===== src/core/prtm_defines.svh =====
`ifndef PRTM_DEFINES_SVH
`define PRTM_DEFINES_SVH

// ******************************************
// register byte offsets on the apb bus
// ******************************************
`define PRTM_OFF_CTRL_ZERO 8'h00
`define PRTM_OFF_CTRL_ONE 8'h04
`define PRTM_OFF_COUNT 8'h08
`define PRTM_OFF_DUTY 8'h0C
`define PRTM_OFF_PERIOD 8'h10
`define PRTM_OFF_FLAGS 8'h14

// ******************************************
// field positions
// ******************************************
`define PRTM_C0_PAUSE 7
`define PRTM_C0_CLK_HI 6
`define PRTM_C0_CLK_LO 4
`define PRTM_C0_RUN 3
`define PRTM_C1_MODE_HI 7
`define PRTM_C1_MODE_LO 6
`define PRTM_C1_ACT_HI 5
`define PRTM_C1_ACT_LO 4
`define PRTM_C1_INIT 3
`define PRTM_C1_INV 2
`define PRTM_C1_CLRSEL 0
`define PRTM_FLAG_DUTY 0
`define PRTM_FLAG_PERIOD 1

// ******************************************
// reset values and counter limits
// ******************************************
`define PRTM_RST_CTRL_ZERO 8'h00
`define PRTM_RST_CTRL_ONE 8'h00
`define PRTM_RST_DATA 16'h0000
`define PRTM_CNT_MAX 16'hFFFF

// ******************************************
// prescaler masks for the divided clocks
// ******************************************
`define PRTM_DIV4_MASK 6'h03
`define PRTM_DIV16_MASK 6'h0F
`define PRTM_DIV64_MASK 6'h3F

`endif


===== src/core/prtm_pkg.sv =====
package prtm_pkg;

  // operating mode codes
  typedef enum logic [1:0] {
    PRTM_MODE_CMP = 2'h0,
    PRTM_MODE_UNDEF = 2'h1,
    PRTM_MODE_PWM = 2'h2,
    PRTM_MODE_TC = 2'h3
  } prtm_mode_t;

  // output action codes in pwm / single pulse mode
  typedef enum logic [1:0] {
    PRTM_ACT_INACTIVE = 2'h0,
    PRTM_ACT_ACTIVE = 2'h1,
    PRTM_ACT_PWM = 2'h2,
    PRTM_ACT_SINGLE = 2'h3
  } prtm_act_t;

  // counter clock source codes
  typedef enum logic [2:0] {
    PRTM_CLK_SYS_DIV4 = 3'h0,
    PRTM_CLK_SYS = 3'h1,
    PRTM_CLK_HIGH_DIV16 = 3'h2,
    PRTM_CLK_HIGH_DIV64 = 3'h3,
    PRTM_CLK_SUB_A = 3'h4,
    PRTM_CLK_SUB_B = 3'h5,
    PRTM_CLK_EXT_RISE = 3'h6,
    PRTM_CLK_EXT_FALL = 3'h7
  } prtm_clksel_t;

endpackage


===== src/core/prtm_clk_sel.sv =====
`include "prtm_defines.svh"

module prtm_clk_sel
  import prtm_pkg::*;
(
  input wire logic core_clk,
  input wire logic reset,
  input wire logic [2:0] count_clock_select,
  input wire logic external_count_clock_pin,
  input wire logic sub_clock,
  output logic count_tick
);

  logic [1:0] ext_sync_reg;
  logic [1:0] sub_sync_reg;
  logic ext_last_reg;
  logic sub_last_reg;
  logic [5:0] prescale_reg;
  prtm_clksel_t sel;

  assign sel = prtm_clksel_t'(count_clock_select);

  // ******************************************
  // pin synchronisers and edge history
  // ******************************************
  // the first stage feeds only the second; edges are taken after stage two
  always_ff @(posedge core_clk) begin
    if (reset) begin
      ext_sync_reg <= 2'h0;
      sub_sync_reg <= 2'h0;
      ext_last_reg <= 1'b0;
      sub_last_reg <= 1'b0;
    end else begin
      ext_sync_reg <= {ext_sync_reg[0], external_count_clock_pin};
      sub_sync_reg <= {sub_sync_reg[0], sub_clock};
      ext_last_reg <= ext_sync_reg[1];
      sub_last_reg <= sub_sync_reg[1];
    end
  end

  // free running prescaler; the high speed clock is taken as the system clock
  always_ff @(posedge core_clk) begin
    if (reset) begin
      prescale_reg <= 6'h00;
    end else begin
      prescale_reg <= prescale_reg + 6'h01;
    end
  end

  // ******************************************
  // source selection
  // ******************************************
  // clock source select
  always_comb begin
    unique case (sel)
      PRTM_CLK_SYS_DIV4: count_tick = (prescale_reg & `PRTM_DIV4_MASK) == `PRTM_DIV4_MASK;
      PRTM_CLK_SYS: count_tick = 1'b1;
      PRTM_CLK_HIGH_DIV16: count_tick = (prescale_reg & `PRTM_DIV16_MASK) == `PRTM_DIV16_MASK;
      PRTM_CLK_HIGH_DIV64: count_tick = prescale_reg == `PRTM_DIV64_MASK;
      PRTM_CLK_SUB_A,
      PRTM_CLK_SUB_B: count_tick = sub_sync_reg[1] & ~sub_last_reg;
      PRTM_CLK_EXT_RISE: count_tick = ext_sync_reg[1] & ~ext_last_reg;
      PRTM_CLK_EXT_FALL: count_tick = ~ext_sync_reg[1] & ext_last_reg;
    endcase
  end

endmodule


===== src/core/prtm_core.sv =====
// Summary of operation
// - three-bit field picks counter clock: sys/4, sys, high/16, high/64, sub, pin edges
// - run rising clears and starts the counter; run low stops it, value kept
// - run rising returns the output to its initial level in compare mode
// - mode field: 00 compare, 01 undefined, 10 pwm/single pulse, 11 timer
// - pwm mode action: 00 inactive, 01 active, 10 pwm, 11 single pulse
// - requested level equal to initial level means no pin change on match
// - initial level bit gives start level, or active level in pwm modes
// - invert bit inverts the output pin, except in timer mode
// - clear select 1: duty match clears; 0: period match or overflow clears
// - overflow clearing only when the period value is all zeros
// - clear select is ignored in pwm and single pulse modes
// - clear select 0 in compare mode raises both match flags
// - clear select 1 in compare or timer mode raises only the duty flag, never the period flag
// - zero duty value: counter overflows at its maximum, no duty flag
// - in compare mode only duty matches change the pin
// - timer mode counts and flags like compare mode but leaves the pin
// - pwm: period match clears counter, duty sets duty, each raises its flag
// - pause freezes the counter while powered; release resumes from there
// - sixteen-bit up counter; comparators check all counter bits
// - pwm duty at or above period gives full duty; zero period is full range
`include "prtm_defines.svh"

module prtm_core
  import prtm_pkg::*;
(
  input wire logic core_clk,
  input wire logic reset,
  input wire logic psel,
  input wire logic penable,
  input wire logic pwrite,
  input wire logic [7:0] paddr,
  input wire logic [31:0] pwdata,
  output logic [31:0] prdata,
  output logic pready,
  output logic pslverr,
  input wire logic external_count_clock_pin,
  input wire logic sub_clock,
  output logic timer_output_pin,
  output logic timer_output_pin_oe
);

  // ******************************************
  // state and decoded fields
  // ******************************************
  logic counter_pause_reg;
  logic counter_run_enable_reg;
  logic [2:0] count_clock_select_reg;
  logic [7:0] timer_control_one_reg;
  logic [15:0] cnt_reg;
  logic [15:0] duty_compare_value_reg;
  logic [15:0] period_compare_value_reg;
  logic duty_match_flag_reg;
  logic period_match_flag_reg;
  logic run_prev_reg;
  logic out_level_reg;
  logic pin_reg;
  logic oe_reg;
  logic [31:0] prdata_reg;
  logic pslverr_reg;
  logic [31:0] rdata_next;
  logic addr_hit;
  logic count_tick;
  prtm_mode_t mode;
  prtm_act_t action;
  logic init_level;
  logic invert;
  logic clear_sel;
  logic is_pwm;
  logic is_single;
  logic run_start;
  logic advance;
  logic duty_hit;
  logic period_hit;
  logic clear_hit;
  logic duty_set;
  logic period_set;
  logic pwm_on;
  logic level_next;
  logic wr_en;
  logic setup;

  assign mode = prtm_mode_t'(timer_control_one_reg[`PRTM_C1_MODE_HI:`PRTM_C1_MODE_LO]);
  assign action = prtm_act_t'(timer_control_one_reg[`PRTM_C1_ACT_HI:`PRTM_C1_ACT_LO]);
  assign init_level = timer_control_one_reg[`PRTM_C1_INIT];
  assign invert = timer_control_one_reg[`PRTM_C1_INV];
  assign clear_sel = timer_control_one_reg[`PRTM_C1_CLRSEL];
  assign is_pwm = mode == PRTM_MODE_PWM;
  assign is_single = is_pwm && action == PRTM_ACT_SINGLE;

  prtm_clk_sel u_clk_sel (
    .core_clk(core_clk),
    .reset(reset),
    .count_clock_select(count_clock_select_reg),
    .external_count_clock_pin(external_count_clock_pin),
    .sub_clock(sub_clock),
    .count_tick(count_tick)
  );

  // ******************************************
  // apb slave
  // ******************************************
  // zero wait states: read data is latched in the setup cycle
  assign setup = psel & ~penable;
  assign wr_en = psel & penable & pwrite;
  assign pready = 1'b1;
  assign prdata = prdata_reg;
  assign pslverr = pslverr_reg;

  // read mux; unused upper bits read as zero
  always_comb begin
    addr_hit = 1'b1;
    rdata_next = 32'h0000_0000;
    unique case (paddr)
      `PRTM_OFF_CTRL_ZERO: rdata_next[7:0] = {counter_pause_reg, count_clock_select_reg,
                                              counter_run_enable_reg, 3'h0};
      `PRTM_OFF_CTRL_ONE: rdata_next[7:0] = timer_control_one_reg;
      `PRTM_OFF_COUNT: rdata_next[15:0] = cnt_reg;
      `PRTM_OFF_DUTY: rdata_next[15:0] = duty_compare_value_reg;
      `PRTM_OFF_PERIOD: rdata_next[15:0] = period_compare_value_reg;
      `PRTM_OFF_FLAGS: rdata_next[1:0] = {period_match_flag_reg, duty_match_flag_reg};
      default: addr_hit = 1'b0;
    endcase
  end

  always_ff @(posedge core_clk) begin
    if (reset) begin
      prdata_reg <= 32'h0000_0000;
      pslverr_reg <= 1'b0;
    end else if (setup) begin
      prdata_reg <= pwrite ? 32'h0000_0000 : rdata_next;
      pslverr_reg <= ~addr_hit;
    end
  end

  // configuration registers; a write to unmapped space is dropped
  always_ff @(posedge core_clk) begin
    if (reset) begin
      counter_pause_reg <= 1'(`PRTM_RST_CTRL_ZERO >> `PRTM_C0_PAUSE);
      count_clock_select_reg <= 3'h0;
      timer_control_one_reg <= `PRTM_RST_CTRL_ONE;
      duty_compare_value_reg <= `PRTM_RST_DATA;
      period_compare_value_reg <= `PRTM_RST_DATA;
    end else if (wr_en) begin
      if (paddr == `PRTM_OFF_CTRL_ZERO) begin
        counter_pause_reg <= pwdata[`PRTM_C0_PAUSE];
        count_clock_select_reg <= pwdata[`PRTM_C0_CLK_HI:`PRTM_C0_CLK_LO];
      end
      if (paddr == `PRTM_OFF_CTRL_ONE) begin
        timer_control_one_reg <= pwdata[7:0];
      end
      if (paddr == `PRTM_OFF_DUTY) begin
        duty_compare_value_reg <= pwdata[15:0];
      end
      if (paddr == `PRTM_OFF_PERIOD) begin
        period_compare_value_reg <= pwdata[15:0];
      end
    end
  end

  // ******************************************
  // run control
  // ******************************************
  // single pulse ends on duty match
  // a software write in the same cycle wins so a restart is never lost
  always_ff @(posedge core_clk) begin
    if (reset) begin
      counter_run_enable_reg <= 1'b0;
    end else if (wr_en && paddr == `PRTM_OFF_CTRL_ZERO) begin
      counter_run_enable_reg <= pwdata[`PRTM_C0_RUN];
    end else if (is_single && duty_hit) begin
      counter_run_enable_reg <= 1'b0;
    end
  end

  always_ff @(posedge core_clk) begin
    if (reset) begin
      run_prev_reg <= 1'b0;
    end else begin
      run_prev_reg <= counter_run_enable_reg;
    end
  end

  assign run_start = counter_run_enable_reg & ~run_prev_reg;
  assign advance = counter_run_enable_reg & ~counter_pause_reg & count_tick & ~run_start;

  // ******************************************
  // comparators and counter clearing
  // ******************************************
  // full width compare
  assign duty_hit = advance && duty_compare_value_reg != 16'h0000 && cnt_reg == duty_compare_value_reg;
  assign period_hit = advance && (period_compare_value_reg == 16'h0000 ? cnt_reg == `PRTM_CNT_MAX
                                                                       : cnt_reg == period_compare_value_reg);

  // pwm and single pulse ignore it
  always_comb begin
    if (is_single) begin
      clear_hit = 1'b0;
    end else if (is_pwm) begin
      clear_hit = period_hit;
    end else begin
      clear_hit = clear_sel ? duty_hit : period_hit;
    end
  end

  // run rise clears, stop keeps value
  always_ff @(posedge core_clk) begin
    if (reset) begin
      cnt_reg <= `PRTM_RST_DATA;
    end else if (run_start) begin
      cnt_reg <= 16'h0000;
    end else if (advance) begin
      cnt_reg <= clear_hit ? 16'h0000 : cnt_reg + 16'h0001;
    end
  end

  // ******************************************
  // match flags
  // ******************************************
  // both flags with clear select 0, except in single pulse
  // no period flag with clear select 1 in compare and timer modes
  assign duty_set = duty_hit;
  assign period_set = period_hit && !is_single && (is_pwm || !clear_sel);

  // sticky flags, write one to clear, set wins
  always_ff @(posedge core_clk) begin
    if (reset) begin
      duty_match_flag_reg <= 1'b0;
      period_match_flag_reg <= 1'b0;
    end else begin
      duty_match_flag_reg <= duty_set | (duty_match_flag_reg &
        ~(wr_en && paddr == `PRTM_OFF_FLAGS && pwdata[`PRTM_FLAG_DUTY]));
      period_match_flag_reg <= period_set | (period_match_flag_reg &
        ~(wr_en && paddr == `PRTM_OFF_FLAGS && pwdata[`PRTM_FLAG_PERIOD]));
    end
  end

  // ******************************************
  // output waveform
  // ******************************************
  // run rise restores initial level
  // compare action; same level gives no change; duty only
  always_ff @(posedge core_clk) begin
    if (reset) begin
      out_level_reg <= 1'b0;
    end else if (run_start) begin
      out_level_reg <= init_level;
    end else if (duty_hit && mode == PRTM_MODE_CMP) begin
      unique case (timer_control_one_reg[`PRTM_C1_ACT_HI:`PRTM_C1_ACT_LO])
        2'h0: out_level_reg <= out_level_reg;
        2'h1: out_level_reg <= 1'b0;
        2'h2: out_level_reg <= 1'b1;
        2'h3: out_level_reg <= ~out_level_reg;
      endcase
    end
  end

  // duty at or above period is full duty
  assign pwm_on = (period_compare_value_reg != 16'h0000 && duty_compare_value_reg >= period_compare_value_reg)
                  || cnt_reg < duty_compare_value_reg;

  // initial level doubles as the active level in pwm modes
  always_comb begin
    if (is_pwm) begin
      unique case (action)
        PRTM_ACT_INACTIVE: level_next = ~init_level;
        PRTM_ACT_ACTIVE: level_next = init_level;
        PRTM_ACT_PWM: level_next = pwm_on ? init_level : ~init_level;
        PRTM_ACT_SINGLE: level_next = counter_run_enable_reg ? init_level : ~init_level;
      endcase
    end else begin
      level_next = out_level_reg;
    end
  end

  // timer mode releases the pin; mode decode
  // the pin lags the level by one cycle to keep it glitch free
  always_ff @(posedge core_clk) begin
    if (reset) begin
      pin_reg <= 1'b0;
      oe_reg <= 1'b0;
    end else begin
      pin_reg <= (mode == PRTM_MODE_TC) ? 1'b0 : level_next ^ invert;
      oe_reg <= mode != PRTM_MODE_TC;
    end
  end

  assign timer_output_pin = pin_reg;
  assign timer_output_pin_oe = oe_reg;
endmodule


===== config.mk =====
export PLATFORM = sky130hd
export DESIGN_NAME = prtm_core
export DESIGN_NICKNAME = d
export VERILOG_FILES = /design/src/core/prtm_pkg.sv /design/src/core/prtm_clk_sel.sv /design/src/core/prtm_core.sv
export VERILOG_INCLUDE_DIRS = /design/src /design/src/core
export SDC_FILE = /design/constraint.sdc
export NUM_CORES = 1
export LEC_CHECK = 0
export CORE_UTILIZATION = 43
export DETAILED_ROUTE_END_ITERATION = 8
export DONT_BUFFER_PORTS = 1
export GPL_TIMING_DRIVEN = 1
export REMOVE_ABC_BUFFERS = 1
export SETUP_SLACK_MARGIN = 0.02
export SYNTH_ARGS = -nofsm -noshare
export SYNTH_HDL_FRONTEND = slang
export SYNTH_SLANG_ARGS = --single-unit

===== constraint.sdc =====
create_clock -name core_clk -period 3.1 [get_ports core_clk]
set_clock_uncertainty 0.2 [all_clocks]
set_input_delay 0.62 -clock core_clk [delete_from_list [all_inputs] [get_ports core_clk]]
set_output_delay 0.62 -clock core_clk [all_outputs]
set_load 0.005 [all_outputs]

Word level (Yosys, flattened, before mapping)

Cells that the tools add are included.

$add $sub $neg: 2
$mul: 0
Divide/modulo/power cells: 0
Order comparisons: 2
Equal/unequal tests: 25
Shift-type cells: 0
Mux-type cells: 20
Bitwise gates (word level): 27
Reductions and logical operators: 35

Operators by type and width:

| operator              | count |
|---|---|
| $eq 16x16->1          | 2 |
| $mux 16               | 2 |
| $reduce_bool 16->1    | 2 |
| $pmux 6 s5            | 1 |
| $pmux 8 s3            | 1 |
| $add 16x1->16 const B | 1 |
| $eq 16x16->1 const B  | 1 |
| $eq 8x4->1 const B    | 2 |
| $eq 8x5->1 const B    | 2 |
| $ge 16x16->1          | 1 |
| $logic_not 16->1      | 1 |
| $lt 16x16->1          | 1 |
| $logic_and 1x1->1     | 13 |
| $and 1x1->1           | 12 |
| $eq 3x3->1 const B    | 4 |
| $mux 1                | 12 |
| $not 1->1             | 12 |
| $eq 2x2->1 const B    | 5 |
| $pmux 2 s5            | 1 |
| $reduce_and 2->1      | 5 |
| $eq 8x3->1 const B    | 1 |
| $logic_not 8->1       | 1 |
| $pmux 1 s7            | 1 |
| $add 6x1->6 const B   | 1 |
| 17 further kinds      | 26 |

Flip-flop bits (word level): 112
Latch bits: 0
Memory bits (writable): 0
Bits in read-only memories: 0
Word-level logic and storage cells: 131
Memories: 0

Depth between registers and ports, before layout

Word-level depth: 11
Gate-level depth with buffers: 10
Gate-level depth less buffers: 9

Modules after synthesis

From an unflattened synthesis, not the netlist that was laid out.

Cells, all modules: 687
Area total of the unflattened synthesis: 5669.2 µm²

By module, submodules not included:

| module       | times used | cells each | area each (µm²) | sequential area each (µm²) |
|---|---|---|---|---|
| prtm_core    | 1          | 643        | 5226.3          | 1681.6 |
| prtm_clk_sel | 1          | 44         | 442.9           | 240.2 |

Worst setup path before layout

Ideal clock, no wire load.

Path type: input port to flip-flop
Start point: input paddr[1]
End point: register period_compare_value_reg[6]
Setup time: 0.070 ns
Data arrival time: 2.424 ns
Required time: 2.830 ns
Setup slack: 0.406 ns
Stages: 8
Buffers on the path: 2
Cells stage by stage: nor3_1 nand2_1 nor4b_1 and2_0 clkbuf_1 clkbuf_1 nand2_1 a21oi_1

Word-level cells in the longest chain between the ends: 2

RTL lines:

| item                       | RTL line         | text |
|---|---|---|
| start, declared            | prtm_core.sv:32  | `input wire logic [7:0] paddr,` |
| $eq 8x5->1                 | -                |  |
| $reduce_and 2->1 (no line) | -                |  |
| end signal, assigned       | prtm_core.sv:143 | `` period_compare_value_reg <= `PRTM_RST_DATA; `` |
| end signal, assigned       | prtm_core.sv:156 | `period_compare_value_reg <= pwdata[15:0];` |
| end, declared              | prtm_core.sv:52  | `logic [15:0] period_compare_value_reg;` |

Every way passes these cells.
A chain may end at the register's enable or synchronous reset.

Worst setup path in the final report

Start point: register period_compare_value_reg[5]
End point: register cnt_reg[8]

Word-level cells in the longest chain between the ends: 7
Elaborated cells on any way between the ends: 8
Classes of those cells: 1 x eq/ne; 5 x mux; 2 x reduce/logical

RTL lines:

| item                                                    | RTL line                           | text |
|---|---|---|
| $eq 16x16->1 / $logic_not 16->1 (equally long branches) | prtm_core.sv:193, prtm_core.sv:192 |  |
| $mux 1 (*)                                              | prtm_core.sv:192                   | `` assign period_hit = advance && (period_compare_value_reg == 16'h0000 ? cnt_reg == `PRTM_CNT_MAX `` |
| $logic_and 1x1->1 (*)                                   | prtm_core.sv:192                   |  |
| $mux 1                                                  | prtm_core.sv:202                   | `clear_hit = clear_sel ? duty_hit : period_hit;` |
| $mux 1 (*)                                              | prtm_core.sv:199                   | `end else if (is_pwm) begin` |
| $mux 1 (*)                                              | prtm_core.sv:197                   | `if (is_single) begin` |
| $mux 16 (*)                                             | prtm_core.sv:213                   | `cnt_reg <= clear_hit ? 16'h0000 : cnt_reg + 16'h0001;` |
| end signal, assigned                                    | prtm_core.sv:209                   | `` cnt_reg <= `PRTM_RST_DATA; `` |
| end signal, assigned                                    | prtm_core.sv:213                   |  |
| end, declared                                           | prtm_core.sv:50                    | `logic [15:0] cnt_reg;` |

Every way passes the cells marked *; elsewhere a longest branch is shown, timed or not.

==> impl_metrics.json <==
{
  "io_buffers": 0,
  "die-width_um": 114,
  "die_area_mm2": 0.0131,
  "grt_pass1_wl_um": 24800,
  "route.met3.wl_um": 801,
  "setup_viol_count_final": 0,
  "holdBufCountCts": 0,
  "grt_overflow_total": 0,
  "dp_hpwl_um": 11700,
  "leakagePower_nw": 2.22,
  "cts.path.max_buffers": 2,
  "dr_total_vias": 4830,
  "r2r_slack_ns": 0.18,
  "final_core_util_pct": 49.8,
  "insertion_delay_ns": 0.36,
  "first_pass_iters": 6,
  "yosysSeqAreaShare_pct": 35.5,
  "fin_cells": 851,
  "post_synth_fa_ha_maj_area_fraction_pct": 7.85,
  "synth-compound-area-share_pct": 17.3,
  "clk_pin_slew_ns": 0.07,
  "post_cts_buffers": 0,
  "path_class": "reg -> reg",
  "postRouteAntennaNets": 0,
  "endpoint": "cnt_reg[8]",
  "place_area_mm2": 0.00575,
  "hold_violations": 0,
  "crit_start": "period_compare_value_reg[5]",
  "synth_area_mm2": 0.00542,
  "drt_iter0_markers": 336,
  "core_area_mm2": 0.0122,
  "fmax_mhz": 343,
  "die_y_um": 114,
  "dp.cells": 835,
  "gp_congestion": 0.925,
  "grt_use_total_pct": 25.2,
  "cap_viol_max_count": 0,
  "tns_ns": 0,
  "clk_root_buffer_cell": "clkbuf_16",
  "rsz0062_at_grt": "false",
  "maxSlewHeadroom_pct": 54.1,
  "outcome": "completed",
  "synthMuxAreaShare_pct": 5.91,
  "endpoint_kind": "register",
  "fp-row-count": 40,
  "cpPeakStageDelay_ns": 0.57,
  "drc": 0,
  "cts_resized": 0,
  "htreeDepth": 3,
  "ff2ff_path_depth": 8,
  "cp.arrival_ns": 2.97,
  "drt-total-wl_um": 15500,
  "vias_per_cell": 5.68,
  "cts_sinks": 96,
  "crit_path_start_kind": "register",
  "numCtsBuffers": 9,
  "synth_enable_flop_cells": 0,
  "cts_tree": "built",
  "layout-drive-gt1-share_pct": 10.4,
  "synth_top_family_by_area": "simple AND/OR/NAND/NOR gates",
  "synth.avg_cell_area_um2": 8.22,
  "synthXorXnorAreaFrac_pct": 4.36,
  "yosys.area_share.simple_pct": 21.5,
  "synthToLayoutAreaGrowth_pct": 11.7,
  "rr_startpoint": "period_compare_value_reg[5]",
  "synth_flop_cell": "dfxtp_1",
  "crit_fanout": 16,
  "floorplan.io_pins": 83,
  "wl_met2_um": 7180,
  "slew_violations": 0,
  "final.min_clock_period_ns": 2.92,
  "ys_seq_elements": 96,
  "fin_area_mm2": 0.00605,
  "fin_nets": 759,
  "required_ns": 3.15,
  "slowest_stage": "or4_4",
  "hold_class": "in -> reg",
  "r2r_end": "cnt_reg[8]",
  "vdd_drop_max_mv": 0.410,
  "yosysWarnings": 0,
  "synth_async_sr_flop_share_pct": 0,
  "powerDensity_mw_per_mm2": 402,
  "antenna_found_initial": 0,
  "worst_pin_slew_ns": 0.682,
  "diodes": 0,
  "topRoutingLayerUsed": "met4",
  "period_share_pct": 94.2,
  "grt_max_degree": 80,
  "synth_cell_types": 63,
  "syn_inst": 659,
  "wl_met1_um": 6980,
  "grt_pass1_vias": 4618,
  "crit_chain": "or4_4 > nor4_4 > o211ai_1 > a221oi_2 > nand4_2 > o21ai_4 > buf_12 > nor2_1",
  "initial_core_util_pct": 44.5,
  "avgRoutedWirePerCell_um": 18.2
}
critical path, delay by kind of cell, from the launching register on:
kind                   cells  cell delay, ns
AOI/OAI and AO/OA          3            0.75
and+or+nand+nor            4            1.33
buffers and inverters      1            0.16
DFF                        1            0.37
cells in the mapped netlist, types with 8 or more instances:
library cell / n / area share (%)
dfxtp_1: 96 / 35
nand4_1: 12 / 1.4
o21ai_0: 12 / 1.1
xnor2_1: 11 / 1.8
clkbuf_1: 21 / 1.5
mux2i_1: 32 / 5.9
nand3_1: 27 / 2.5
a22oi_1: 24 / 3.3
nand2_1: 75 / 5.2
inv_1: 42 / 2.9
a21oi_1: 50 / 4.6
o22ai_1: 8 / 0.92
nor4_1: 13 / 1.5
buf_4: 17 / 2.4
xor2_1: 16 / 2.6
ha_1: 34 / 7.9
nor2b_1: 8 / 0.92
nor2_1: 70 / 4.8
layout by cell type, fill, tap and decap left out, types with 3 or more instances in the layout:
master / netlist / layout
a21boi_0: 4 / 4
a21oi_1: 50 / 50
a22oi_1: 24 / 24
a31oi_1: 3 / 3
and3_1: 6 / 6
buf_4: 17 / 38
clkbuf_16: 0 / 9
conb_1: 2 / 17
dfxtp_1: 96 / 96
ha_1: 34 / 34
inv_1: 42 / 42
mux2i_1: 32 / 32
nand2_1: 75 / 75
nand3_1: 27 / 27
nand4_1: 12 / 12
nor2_1: 70 / 69
nor2b_1: 8 / 8
nor3_1: 5 / 5
nor4_1: 13 / 13
o211ai_1: 6 / 6
o21ai_0: 12 / 12
o221ai_1: 6 / 6
o22ai_1: 8 / 8
xnor2_1: 11 / 11
xor2_1: 16 / 16
area by class of cell:
class,count,area [um2]
Clock buffer,9,225
Clock inverter,7,80.1
Fill cell,1204,6110
Inverter,42,158
Multi-Input combinational cell,490,3150
Sequential cell,96,1920
Tap cell,168,210
Timing Repair Buffer,39,305
where the power goes:
part / switching (mW) / internal, mW / total [mW] / leakage, nW
clock network: 0.506 / 0.635 / 1.14 / 0.148
logic: 0.0272 / 0.0220 / 0.0492 / 1.30
registers: 0.00436 / 1.24 / 1.24 / 0.775
total: 0.537 / 1.90 / 2.43 / 2.22
worst min path at each step:
| stage | depth (start not counted) | slack (ns) | to | startpoint |
|---|---|---|---|---|
| after floorplan | 1 | 0.21 | u_clk_sel.prescale_reg[0] | u_clk_sel.prescale_reg[0] |
| after CTS | 1 | 0.12 | prdata[2] | reset |
| after global placement | 1 | 0.22 | u_clk_sel.prescale_reg[0] | u_clk_sel.prescale_reg[0] |
| after global routing | 1 | 0.12 | timer_control_one_reg[1] | reset |
| after detailed placement | 1 | 0.22 | u_clk_sel.ext_sync_reg[1] | u_clk_sel.ext_sync_reg[0] |
| final | 1 | 0.13 | timer_control_one_reg[1] | reset |
logic make-up after synthesis:
group	Yosys count
AO/OA/AOI/OAI	140
XOR/XNOR	27
adder cells (fa/ha/maj)	34
buffers and inverters	88
flip-flops	96
multiplexers	32
other	2
AND/OR/NAND/NOR	240
routing by layer:
metal	vias to the layer above	track usage (%)
met5	-	0
met2	136	41.4
met4	0	11.6
met1	2316	32.0
li1	2346	-
met3	32	4.55
metrics by stage:
stage | hold WS [ns] | total power [mW] | setup WS [ns]
6_report | 0.129 | 2.43 | 0.181
3_3_place_gp | 0.220 | 1.32 | 0.225
2_1_floorplan | 0.208 | 1.31 | 0.110
5_1_grt | 0.117 | 2.52 | 0.0623
3_5_place_dp | 0.225 | 1.32 | 0.186
4_1_cts | 0.118 | 2.46 | 0.175
No activity file was read; power rests on OpenSTA's default activity.
